**config.mk**
```make
export PLATFORM = sky130hd
export DESIGN_NAME = disp_power_cmd
export DESIGN_NICKNAME = d
export VERILOG_FILES = /design/src/hw/disp_power_cmd.v
export VERILOG_INCLUDE_DIRS = /design/src /design/src/pkg
export SDC_FILE = /design/constraint.sdc
export NUM_CORES = 1
export LEC_CHECK = 0
export ABC_AREA = 0
export BUFFER_PORTS_ARGS = -buffer_cell sky130_fd_sc_hd__buf_4
export CORE_MARGIN = 4
export CORE_UTILIZATION = 56
export CTS_BUF_LIST = sky130_fd_sc_hd__clkbuf_8 sky130_fd_sc_hd__clkbuf_16
export DETAILED_ROUTE_END_ITERATION = 16
export PLACE_DENSITY = 0.79
export SYNTH_ARGS = -nofsm -noshare
export SYNTH_HDL_FRONTEND = slang
export SYNTH_SLANG_ARGS = --single-unit
```
**constraint.sdc**
```tcl
create_clock -name sys_clk -period 2.3 [get_ports sys_clk]
set_clock_uncertainty 0.05 [all_clocks]
set_input_delay 0.46 -clock sys_clk [delete_from_list [all_inputs] [get_ports sys_clk]]
set_output_delay 0.46 -clock sys_clk [all_outputs]
set_load 0.02 [all_outputs]
```
**src/pkg/disp_cmd_defs.vh**
```
// Command codes, status layouts, reset values and timing for the command interpreter
`ifndef DISP_CMD_DEFS_VH
`define DISP_CMD_DEFS_VH
`define CMD_SOFT_RESET 8'h01
`define CMD_READ_POWER_MODE 8'h0a
`define CMD_READ_SCAN_ORDER 8'h0b
`define CMD_READ_IMAGE_MODE 8'h0d
`define CMD_SLEEP_ENTER 8'h10
`define CMD_SLEEP_EXIT 8'h11
`define CMD_PAGE_SELECT 8'hff
`define PWR_IDLE_BIT 6
`define PWR_AWAKE_BIT 4
`define PWR_NORMAL_BIT 3
`define PWR_DISP_BIT 2
`define SCAN_BGR_BIT 3
`define SCAN_HNORM_BIT 1
`define SCAN_VFLIP_BIT 0
`define IMG_INVERT_BIT 5
`define POWER_MODE_RESET 8'h08
`define SCAN_ORDER_RESET 8'h03
`define IMAGE_MODE_RESET 8'h00
`define PAGE_SELECT_RESET 8'hff
`define CLK_PERIOD_NS 10
`define SLEEP_ENTER_TIME_MS 10
`define SLEEP_EXIT_TIME_MS 120
`define SOFT_RESET_TIME_MS 10
`define NS_PER_MS 1000000
`endif

```
**src/hw/disp_power_cmd.v**
```verilog
// Power, reset and status command interpreter for the display module
`timescale 1ns/10ps
`include "disp_cmd_defs.vh"

module disp_power_cmd #(
	parameter SLEEP_ENTER_CYCLES = (`SLEEP_ENTER_TIME_MS * `NS_PER_MS) / `CLK_PERIOD_NS,
	parameter SLEEP_EXIT_CYCLES = (`SLEEP_EXIT_TIME_MS * `NS_PER_MS) / `CLK_PERIOD_NS,
	parameter SOFT_RESET_CYCLES = (`SOFT_RESET_TIME_MS * `NS_PER_MS) / `CLK_PERIOD_NS,
	parameter CNT_W = 24
) (
	input wire sys_clk,
	input wire rst_b,
	input wire cmd_valid,
	input wire [7:0] cmd_code,
	input wire [7:0] cmd_param,
	input wire [7:0] scan_order_setting,
	input wire scan_order_load,
	input wire idle_mode,
	input wire display_on,
	input wire invert_on,
	output reg rd_valid,
	output reg [7:0] rd_data,
	output wire busy,
	output reg asleep,
	output reg dcdc_en,
	output reg scan_en,
	output reg blank,
	output reg [7:0] page_select
);

	localparam ST_SLEEP = 5'b00001;
	localparam ST_WAKING = 5'b00010;
	localparam ST_AWAKE = 5'b00100;
	localparam ST_SLEEPING = 5'b01000;
	localparam ST_SRESET = 5'b10000;

	// Soft reset phases: blank, load defaults, settle
	localparam SR_BLANK = 3'b001;
	localparam SR_LOAD = 3'b010;
	localparam SR_SETTLE = 3'b100;
	localparam [7:0] SCAN_DEFAULT = `SCAN_ORDER_RESET;

	reg [4:0] state_q;
	reg [4:0] state_d;
	reg [CNT_W-1:0] cnt_q;
	reg [CNT_W-1:0] cnt_d;
	reg [3:0] scan_q;
	reg [7:0] page_q;
	reg idle_q;
	reg disp_q;
	reg inv_q;
	wire soft_reset_action;
	wire [7:0] power_mode_status;
	wire [7:0] scan_order_status;
	wire [7:0] image_mode_status;
	wire cmd_sleep_enter;
	wire cmd_sleep_exit;
	wire cmd_page_select;
	wire cmd_is_read;
	reg [2:0] sr_phase_q;
	reg [2:0] sr_phase_d;
	reg awake_q;
	wire load_defaults;
	genvar bit_i;

	assign soft_reset_action = cmd_valid && (cmd_code == `CMD_SOFT_RESET);
	assign busy = (state_q != ST_SLEEP) && (state_q != ST_AWAKE);

	// Command decode
	assign cmd_sleep_enter = cmd_valid && (cmd_code == `CMD_SLEEP_ENTER);
	assign cmd_sleep_exit = cmd_valid && (cmd_code == `CMD_SLEEP_EXIT);
	assign cmd_page_select = cmd_valid && (cmd_code == `CMD_PAGE_SELECT);
	assign cmd_is_read = cmd_valid && ((cmd_code == `CMD_READ_POWER_MODE) ||
		(cmd_code == `CMD_READ_SCAN_ORDER) || (cmd_code == `CMD_READ_IMAGE_MODE) ||
		(cmd_code == `CMD_PAGE_SELECT));
	assign load_defaults = soft_reset_action || (sr_phase_q == SR_LOAD);

	// Sleep bit follows completed state, but clears at once on soft reset
	assign power_mode_status = {1'b0, idle_q, 1'b0, awake_q,
		1'b1, disp_q, 2'b00};

	// Scan status reports only the colour and flip bits
	generate
		for (bit_i = 0; bit_i < 8; bit_i = bit_i + 1) begin : g_scan_bits
			if ((bit_i == `SCAN_BGR_BIT) || (bit_i == `SCAN_HNORM_BIT) ||
				(bit_i == `SCAN_VFLIP_BIT)) begin : g_used
				assign scan_order_status[bit_i] = scan_q[bit_i];
			end else begin : g_unused
				assign scan_order_status[bit_i] = 1'b0;
			end
		end
	endgenerate
	assign image_mode_status = {2'b00, inv_q, 5'b00000};

	always @* begin
		state_d = state_q;
		cnt_d = cnt_q;
		if (cnt_q != {CNT_W{1'b0}}) begin
			cnt_d = cnt_q - {{(CNT_W-1){1'b0}}, 1'b1};
		end
		case (state_q)
			ST_SLEEP: begin
				if (cmd_sleep_exit) begin
					state_d = ST_WAKING;
					cnt_d = SLEEP_EXIT_CYCLES[CNT_W-1:0] - {{(CNT_W-1){1'b0}}, 1'b1};
				end else if (cmd_sleep_enter) begin
					state_d = ST_SLEEP;
				end
			end
			ST_WAKING: begin
				if (cnt_q == {CNT_W{1'b0}}) begin
					state_d = ST_AWAKE;
				end
			end
			ST_AWAKE: begin
				if (cmd_sleep_enter) begin
					state_d = ST_SLEEPING;
					cnt_d = SLEEP_ENTER_CYCLES[CNT_W-1:0] - {{(CNT_W-1){1'b0}}, 1'b1};
				end else if (cmd_sleep_exit) begin
					state_d = ST_AWAKE;
				end
			end
			ST_SLEEPING: begin
				if (cnt_q == {CNT_W{1'b0}}) begin
					state_d = ST_SLEEP;
				end
			end
			ST_SRESET: begin
				if (cnt_q == {CNT_W{1'b0}}) begin
					state_d = ST_SLEEP;
				end
			end
			default: begin
				state_d = ST_SLEEP;
			end
		endcase
		// Sleep enter while asleep leaves state untouched
		if (soft_reset_action) begin
			state_d = ST_SRESET;
			cnt_d = SOFT_RESET_CYCLES[CNT_W-1:0] - {{(CNT_W-1){1'b0}}, 1'b1};
		end
	end

	always @(posedge sys_clk or negedge rst_b) begin
		if (!rst_b) begin
			state_q <= ST_SLEEP;
			cnt_q <= {CNT_W{1'b0}};
		end else begin
			state_q <= state_d;
			cnt_q <= cnt_d;
		end
	end

	// Soft reset runs blank, then defaults, then settles into sleep
	always @* begin
		sr_phase_d = sr_phase_q;
		case (sr_phase_q)
			SR_BLANK: begin
				if (state_q == ST_SRESET) begin
					sr_phase_d = SR_LOAD;
				end
			end
			SR_LOAD: begin
				sr_phase_d = SR_SETTLE;
			end
			SR_SETTLE: begin
				if (state_q != ST_SRESET) begin
					sr_phase_d = SR_BLANK;
				end
			end
			default: begin
				sr_phase_d = SR_BLANK;
			end
		endcase
		if (soft_reset_action) begin
			sr_phase_d = SR_BLANK;
		end
	end

	always @(posedge sys_clk or negedge rst_b) begin
		if (!rst_b) begin
			sr_phase_q <= SR_BLANK;
			awake_q <= 1'b0;
		end else begin
			sr_phase_q <= sr_phase_d;
			// Sleep bit moves when a transition finishes, and clears as soon as defaults load
			if (load_defaults) begin
				awake_q <= 1'b0;
			end else if ((state_q == ST_WAKING) && (state_d == ST_AWAKE)) begin
				awake_q <= 1'b1;
			end else if ((state_q == ST_SLEEPING) && (state_d == ST_SLEEP)) begin
				awake_q <= 1'b0;
			end
		end
	end

	// Settings: hardware reset and soft reset both load defaults
	always @(posedge sys_clk or negedge rst_b) begin
		if (!rst_b) begin
			scan_q <= SCAN_DEFAULT[3:0];
			page_q <= `PAGE_SELECT_RESET;
			idle_q <= 1'b0;
			disp_q <= 1'b0;
			inv_q <= 1'b0;
		end else if (load_defaults) begin
			scan_q <= SCAN_DEFAULT[3:0];
			page_q <= `PAGE_SELECT_RESET;
			idle_q <= 1'b0;
			disp_q <= 1'b0;
			inv_q <= 1'b0;
		end else begin
			if (scan_order_load) begin
				scan_q <= scan_order_setting[3:0];
			end
			if (cmd_page_select) begin
				page_q <= cmd_param;
			end
			idle_q <= idle_mode;
			disp_q <= display_on && (state_q != ST_SRESET);
			inv_q <= invert_on;
		end
	end

	// Status readback, answered one cycle after the read command
	always @(posedge sys_clk or negedge rst_b) begin
		if (!rst_b) begin
			rd_valid <= 1'b0;
			rd_data <= 8'h00;
		end else begin
			rd_valid <= 1'b0;
			rd_data <= 8'h00;
			if (cmd_is_read) begin
				case (cmd_code)
					`CMD_READ_POWER_MODE: begin
						rd_valid <= 1'b1;
						rd_data <= power_mode_status;
					end
					`CMD_READ_SCAN_ORDER: begin
						rd_valid <= 1'b1;
						rd_data <= scan_order_status;
					end
					`CMD_READ_IMAGE_MODE: begin
						rd_valid <= 1'b1;
						rd_data <= image_mode_status;
					end
					`CMD_PAGE_SELECT: begin
						rd_valid <= 1'b1;
						rd_data <= page_q;
					end
					default: begin
						rd_valid <= 1'b0;
					end
				endcase
			end
		end
	end

	// Power outputs: converter and scanning run only while waking or awake
	always @(posedge sys_clk or negedge rst_b) begin
		if (!rst_b) begin
			asleep <= 1'b1;
			dcdc_en <= 1'b0;
			scan_en <= 1'b0;
			blank <= 1'b1;
			page_select <= `PAGE_SELECT_RESET;
		end else begin
			asleep <= (state_d == ST_SLEEP) || (state_d == ST_SRESET);
			dcdc_en <= (state_d == ST_WAKING) || (state_d == ST_AWAKE);
			scan_en <= (state_d == ST_WAKING) || (state_d == ST_AWAKE);
			blank <= (state_d != ST_AWAKE) || soft_reset_action;
			page_select <= soft_reset_action ? `PAGE_SELECT_RESET : page_q;
		end
	end

endmodule // disp_power_cmd

```
==> impl_metrics.csv <==
group,metric,value,unit
global_routing,grt_pass1_wl,12.7,mm
routing,wire_per_inst,15.7,um
timing,min_period_over_period,0.937,
synth,synth_nets,366,
floorplan,die_h,84.6,um
synth,yosys_warnings,0,
place,gp_congestion,0.913,
timing,tightest_slew,0.912,ns
layout,fin_area,4030,um^2
place,hpwl,5.33,mm
clocking,cts_root_buf,"clkbuf_8",
layout,utilization,0.719,
clocking,cts_tree,"done",
critical_path,crit_fanout,6,
layout,register_area,1700,um^2
global_routing,grt_overflow,0,
layout,syn2layout_area_growth,22.8,%
floorplan,initial_core_util,0.585,
layout,layout-drive-gt1-share,0.304,
routing,drt_iter0_markers,152,
critical_path,criticalPathCategory,"flip-flop to flip-flop",
critical_path,critPathArrivalTime,2.37,ns
routing,route.detailed.drc,0,
synth,synth_cell_type_count,54,
power,report.power.total,0.00311,W
floorplan,dieArea,7150,um^2
clocking,clock_sinks,67,
critical_path,cp-start-kind,"flip-flop",
power,p_leak,1.76,nW
clocking,insertion_delay,0.34,ns
clocking,clk_pin_slew_worst_paths,0.08,ns
place,io_buffers,47,
timing,hold_violations,0,
layout,nets,428,
timing,max_slew_margin,0.390,
job,cap_violations,0,
synth,yosysSeqAreaShare,0.519,
clocking,cts_buffer_depth,2,
routing,vias_per_cell,5.80,
timing,finalSetupTns,0,ns
timing,finalCriticalPeriod,2.16,ns
clocking,cts_buffers,9,
timing,fmax,464,MHz
layout,fill_cells,442,
global_routing,grt_use_total,0.224,
min_path,hp-class,"primary input to async pin",
global_routing,grt_pass1_vias,2652,
routing,vias,2744,
power,cellPowerDensity,772,nW/um^2
layout,multi_input_area,1480,um^2
synth,avgSynthCellArea,9.83,um^2
run_status,status,"completed",
floorplan,die_x,84.6,um
synth,syn_area,3280,um^2
synth,syn_inst,334,
routing,ant_nets,0,
clocking,ctsHoldBuffers,0,
floorplan,io_pins,53,
timing,finalSetupViolCount,0,
synth,synth_seq_cells,67,
global_routing,grt_max_degree,68,
timing,rsz0062_at_grt,"false",
synth,synth_edf_count,0,
floorplan,rows,27,
critical_path,cp.required,2.51,ns
layout,n_antenna_cell,0,
synth,synth_top_area_share,0.343,
power,ir_drop,0.503,mV
place,placed_area,3810,um^2
synth,synth-async-reset-ratio,1.00,
timing,slew_violations,0,
critical_path,endpoint_kind,"flip-flop",
routing,firstDrtPassIters,4,
clocking,h-tree-depth,3,
synth,synth_ff_type,"dfrtp_1",
global_routing,antenna_found_initial,0,
synth,yosys.area.top_type,"dfrtp_1",
routing,routed_wl,7.41,mm
synth,synth.area.top_cells,"dfrtp_1 (34%), dfstp_2 (18%), nand2_1 (4.2%)",
floorplan,core-area,5610,um^2
logic make-up after synthesis:
family | Yosys count | share of synthesized area
adder cells (fa/ha/maj) | 1 | 0.00381
AND/OR/NAND/NOR | 160 | 0.268
multiplexers | 4 | 0.0122
flip-flops | 67 | 0.519
XOR/XNOR | 16 | 0.0427
buffers and inverters | 25 | 0.0316
AO/OA/AOI/OAI | 61 | 0.123
where the power goes:
| part | internal, W | leakage, nW | total (W) | switching (W) |
|---|---|---|---|---|
| Sequential | 0.00136 | 0.764 | 0.00150 | 0.000139 |
| Clock | 0.000608 | 0.111 | 0.00107 | 0.000460 |
| Combinational | 0.000267 | 0.882 | 0.000546 | 0.000279 |
| Total | 0.00223 | 1.76 | 0.00311 | 0.000879 |
critical path, stage by stage, from the launching register on:
cell and delay (ns):
dfrtp_1 0.36, inv_1 0.07, ha_1 0.21, nor4b_2 0.16
buf_4 0.14, nand2_1 0.21, nor3_4 0.09, buf_4 0.16
or3b_2 0.46, a21oi_1 0.15
metrics by stage:
step / setup WS [ns] / hold slack [ns] / instances
final: 0.144 / 0.156 / 473
after global routing: 0.00781 / 0.223 / 473
after CTS: 0.138 / 0.186 / 473
after detailed placement: 0.180 / 0.436 / 457
after global placement: 0.196 / 0.429 / 457
after floorplan: 0.245 / 0.114 / 334
registers in the layout (all words and copies together), names as in the netlist, 3 cells and up:
register     count
sr_phase_q       3
page_q           8
rd_data          8
page_select      8
cnt_q           24
scan_q           3
state_q          5
Yosys cell counts, types with 2 or more instances:
cell	number
a21oi_1	12
a22oi_1	4
a31oi_1	6
a32oi_1	2
and2_1	6
and3_1	5
buf_2	2
buf_4	2
clkbuf_1	11
dfrtp_1	45
dfstp_2	22
inv_1	9
mux2i_1	4
nand2_1	37
nand2b_1	5
nand3_1	17
nand3b_1	4
nand4_1	4
nor2_1	26
nor2b_1	4
nor3_1	14
nor3b_1	2
nor4_1	6
nor4_4	2
nor4b_1	3
o211ai_1	7
o21ai_0	13
o31ai_1	3
or2_2	9
or3_1	8
or4_1	3
xnor2_1	8
xor2_1	8
final cells by class:
type / count / share of cell area
Clock buffer: 9 / 0.0307
Clock inverter: 7 / 0.0233
Inverter: 9 / 0.00838
Multi-Input combinational cell: 242 / 0.368
Sequential cell: 67 / 0.423
Tap cell: 72 / 0.0224
Timing Repair Buffer: 67 / 0.125
cell usage in the layout, fill, tap and decap left out, types with 2 or more instances in the layout:
cell,netlist,routed
a21oi_1,12,12
a22oi_1,4,4
a31oi_1,6,6
a32oi_1,2,2
and2_1,6,6
and3_1,5,5
buf_4,2,67
bufinv_16,0,2
clkbuf_8,0,9
clkinv_4,0,2
dfrtp_1,45,45
dfstp_2,22,22
inv_1,9,10
mux2i_1,4,4
nand2_1,37,37
nand2b_1,5,5
nand3_1,17,17
nand3b_1,4,4
nand4_1,4,4
nor2_1,26,26
nor2b_1,4,4
nor3_1,14,14
nor3b_1,2,2
nor4_1,6,6
nor4_4,2,2
nor4b_1,3,2
o211ai_1,7,7
o21ai_0,13,13
o31ai_1,3,3
or2_2,9,9
or3_1,8,8
or4_1,3,3
xnor2_1,8,8
xor2_1,8,8
path summary, 6_finish.rpt:
| kind | start | to | slack (ns) | cells past startpoint |
|---|---|---|---|---|
| worst max-delay path | cnt_q[0]$_DFF_PN0_ | state_q[3]$_DFF_PN0_ | 0.14 | 9 |
| min in group sys_clk | idle_mode | idle_q$_DFF_PN0_ | 0.27 | 2 |
| max in group asynchronous | rst_b | state_q[3]$_DFF_PN0_ | 1.51 | 1 |
| worst max register to register | cnt_q[0]$_DFF_PN0_ | state_q[3]$_DFF_PN0_ | 0.14 | 9 |
| worst min-delay path | rst_b | rd_data[3]$_DFF_PN0_ | 0.16 | 1 |
| worst min register to register | page_q[7]$_DFFE_PN1P_ | page_q[7]$_DFFE_PN1P_ | 0.44 | 2 |
layer usage:
layer / global-route usage / up-vias / wire length, um / share of wire
li1: - / 1322 / - / -
met1: 0.302 / 1328 / 3150 / 0.42
met2: 0.359 / 83 / 3650 / 0.49
met3: 0.0402 / 11 / 483 / 0.065
met4: 0.0906 / 0 / 128 / 0.017
met5: 0 / - / 0 / 0
repair_timing:
| action | 4_1_cts | 5_1_grt |
|---|---|---|
| buffers inserted | 0 | 0 |
| endpoints found under the setup margin | 0 | 10 |
| gates resized for setup | 0 | 1 |
(Power assumes the default switching activity.)
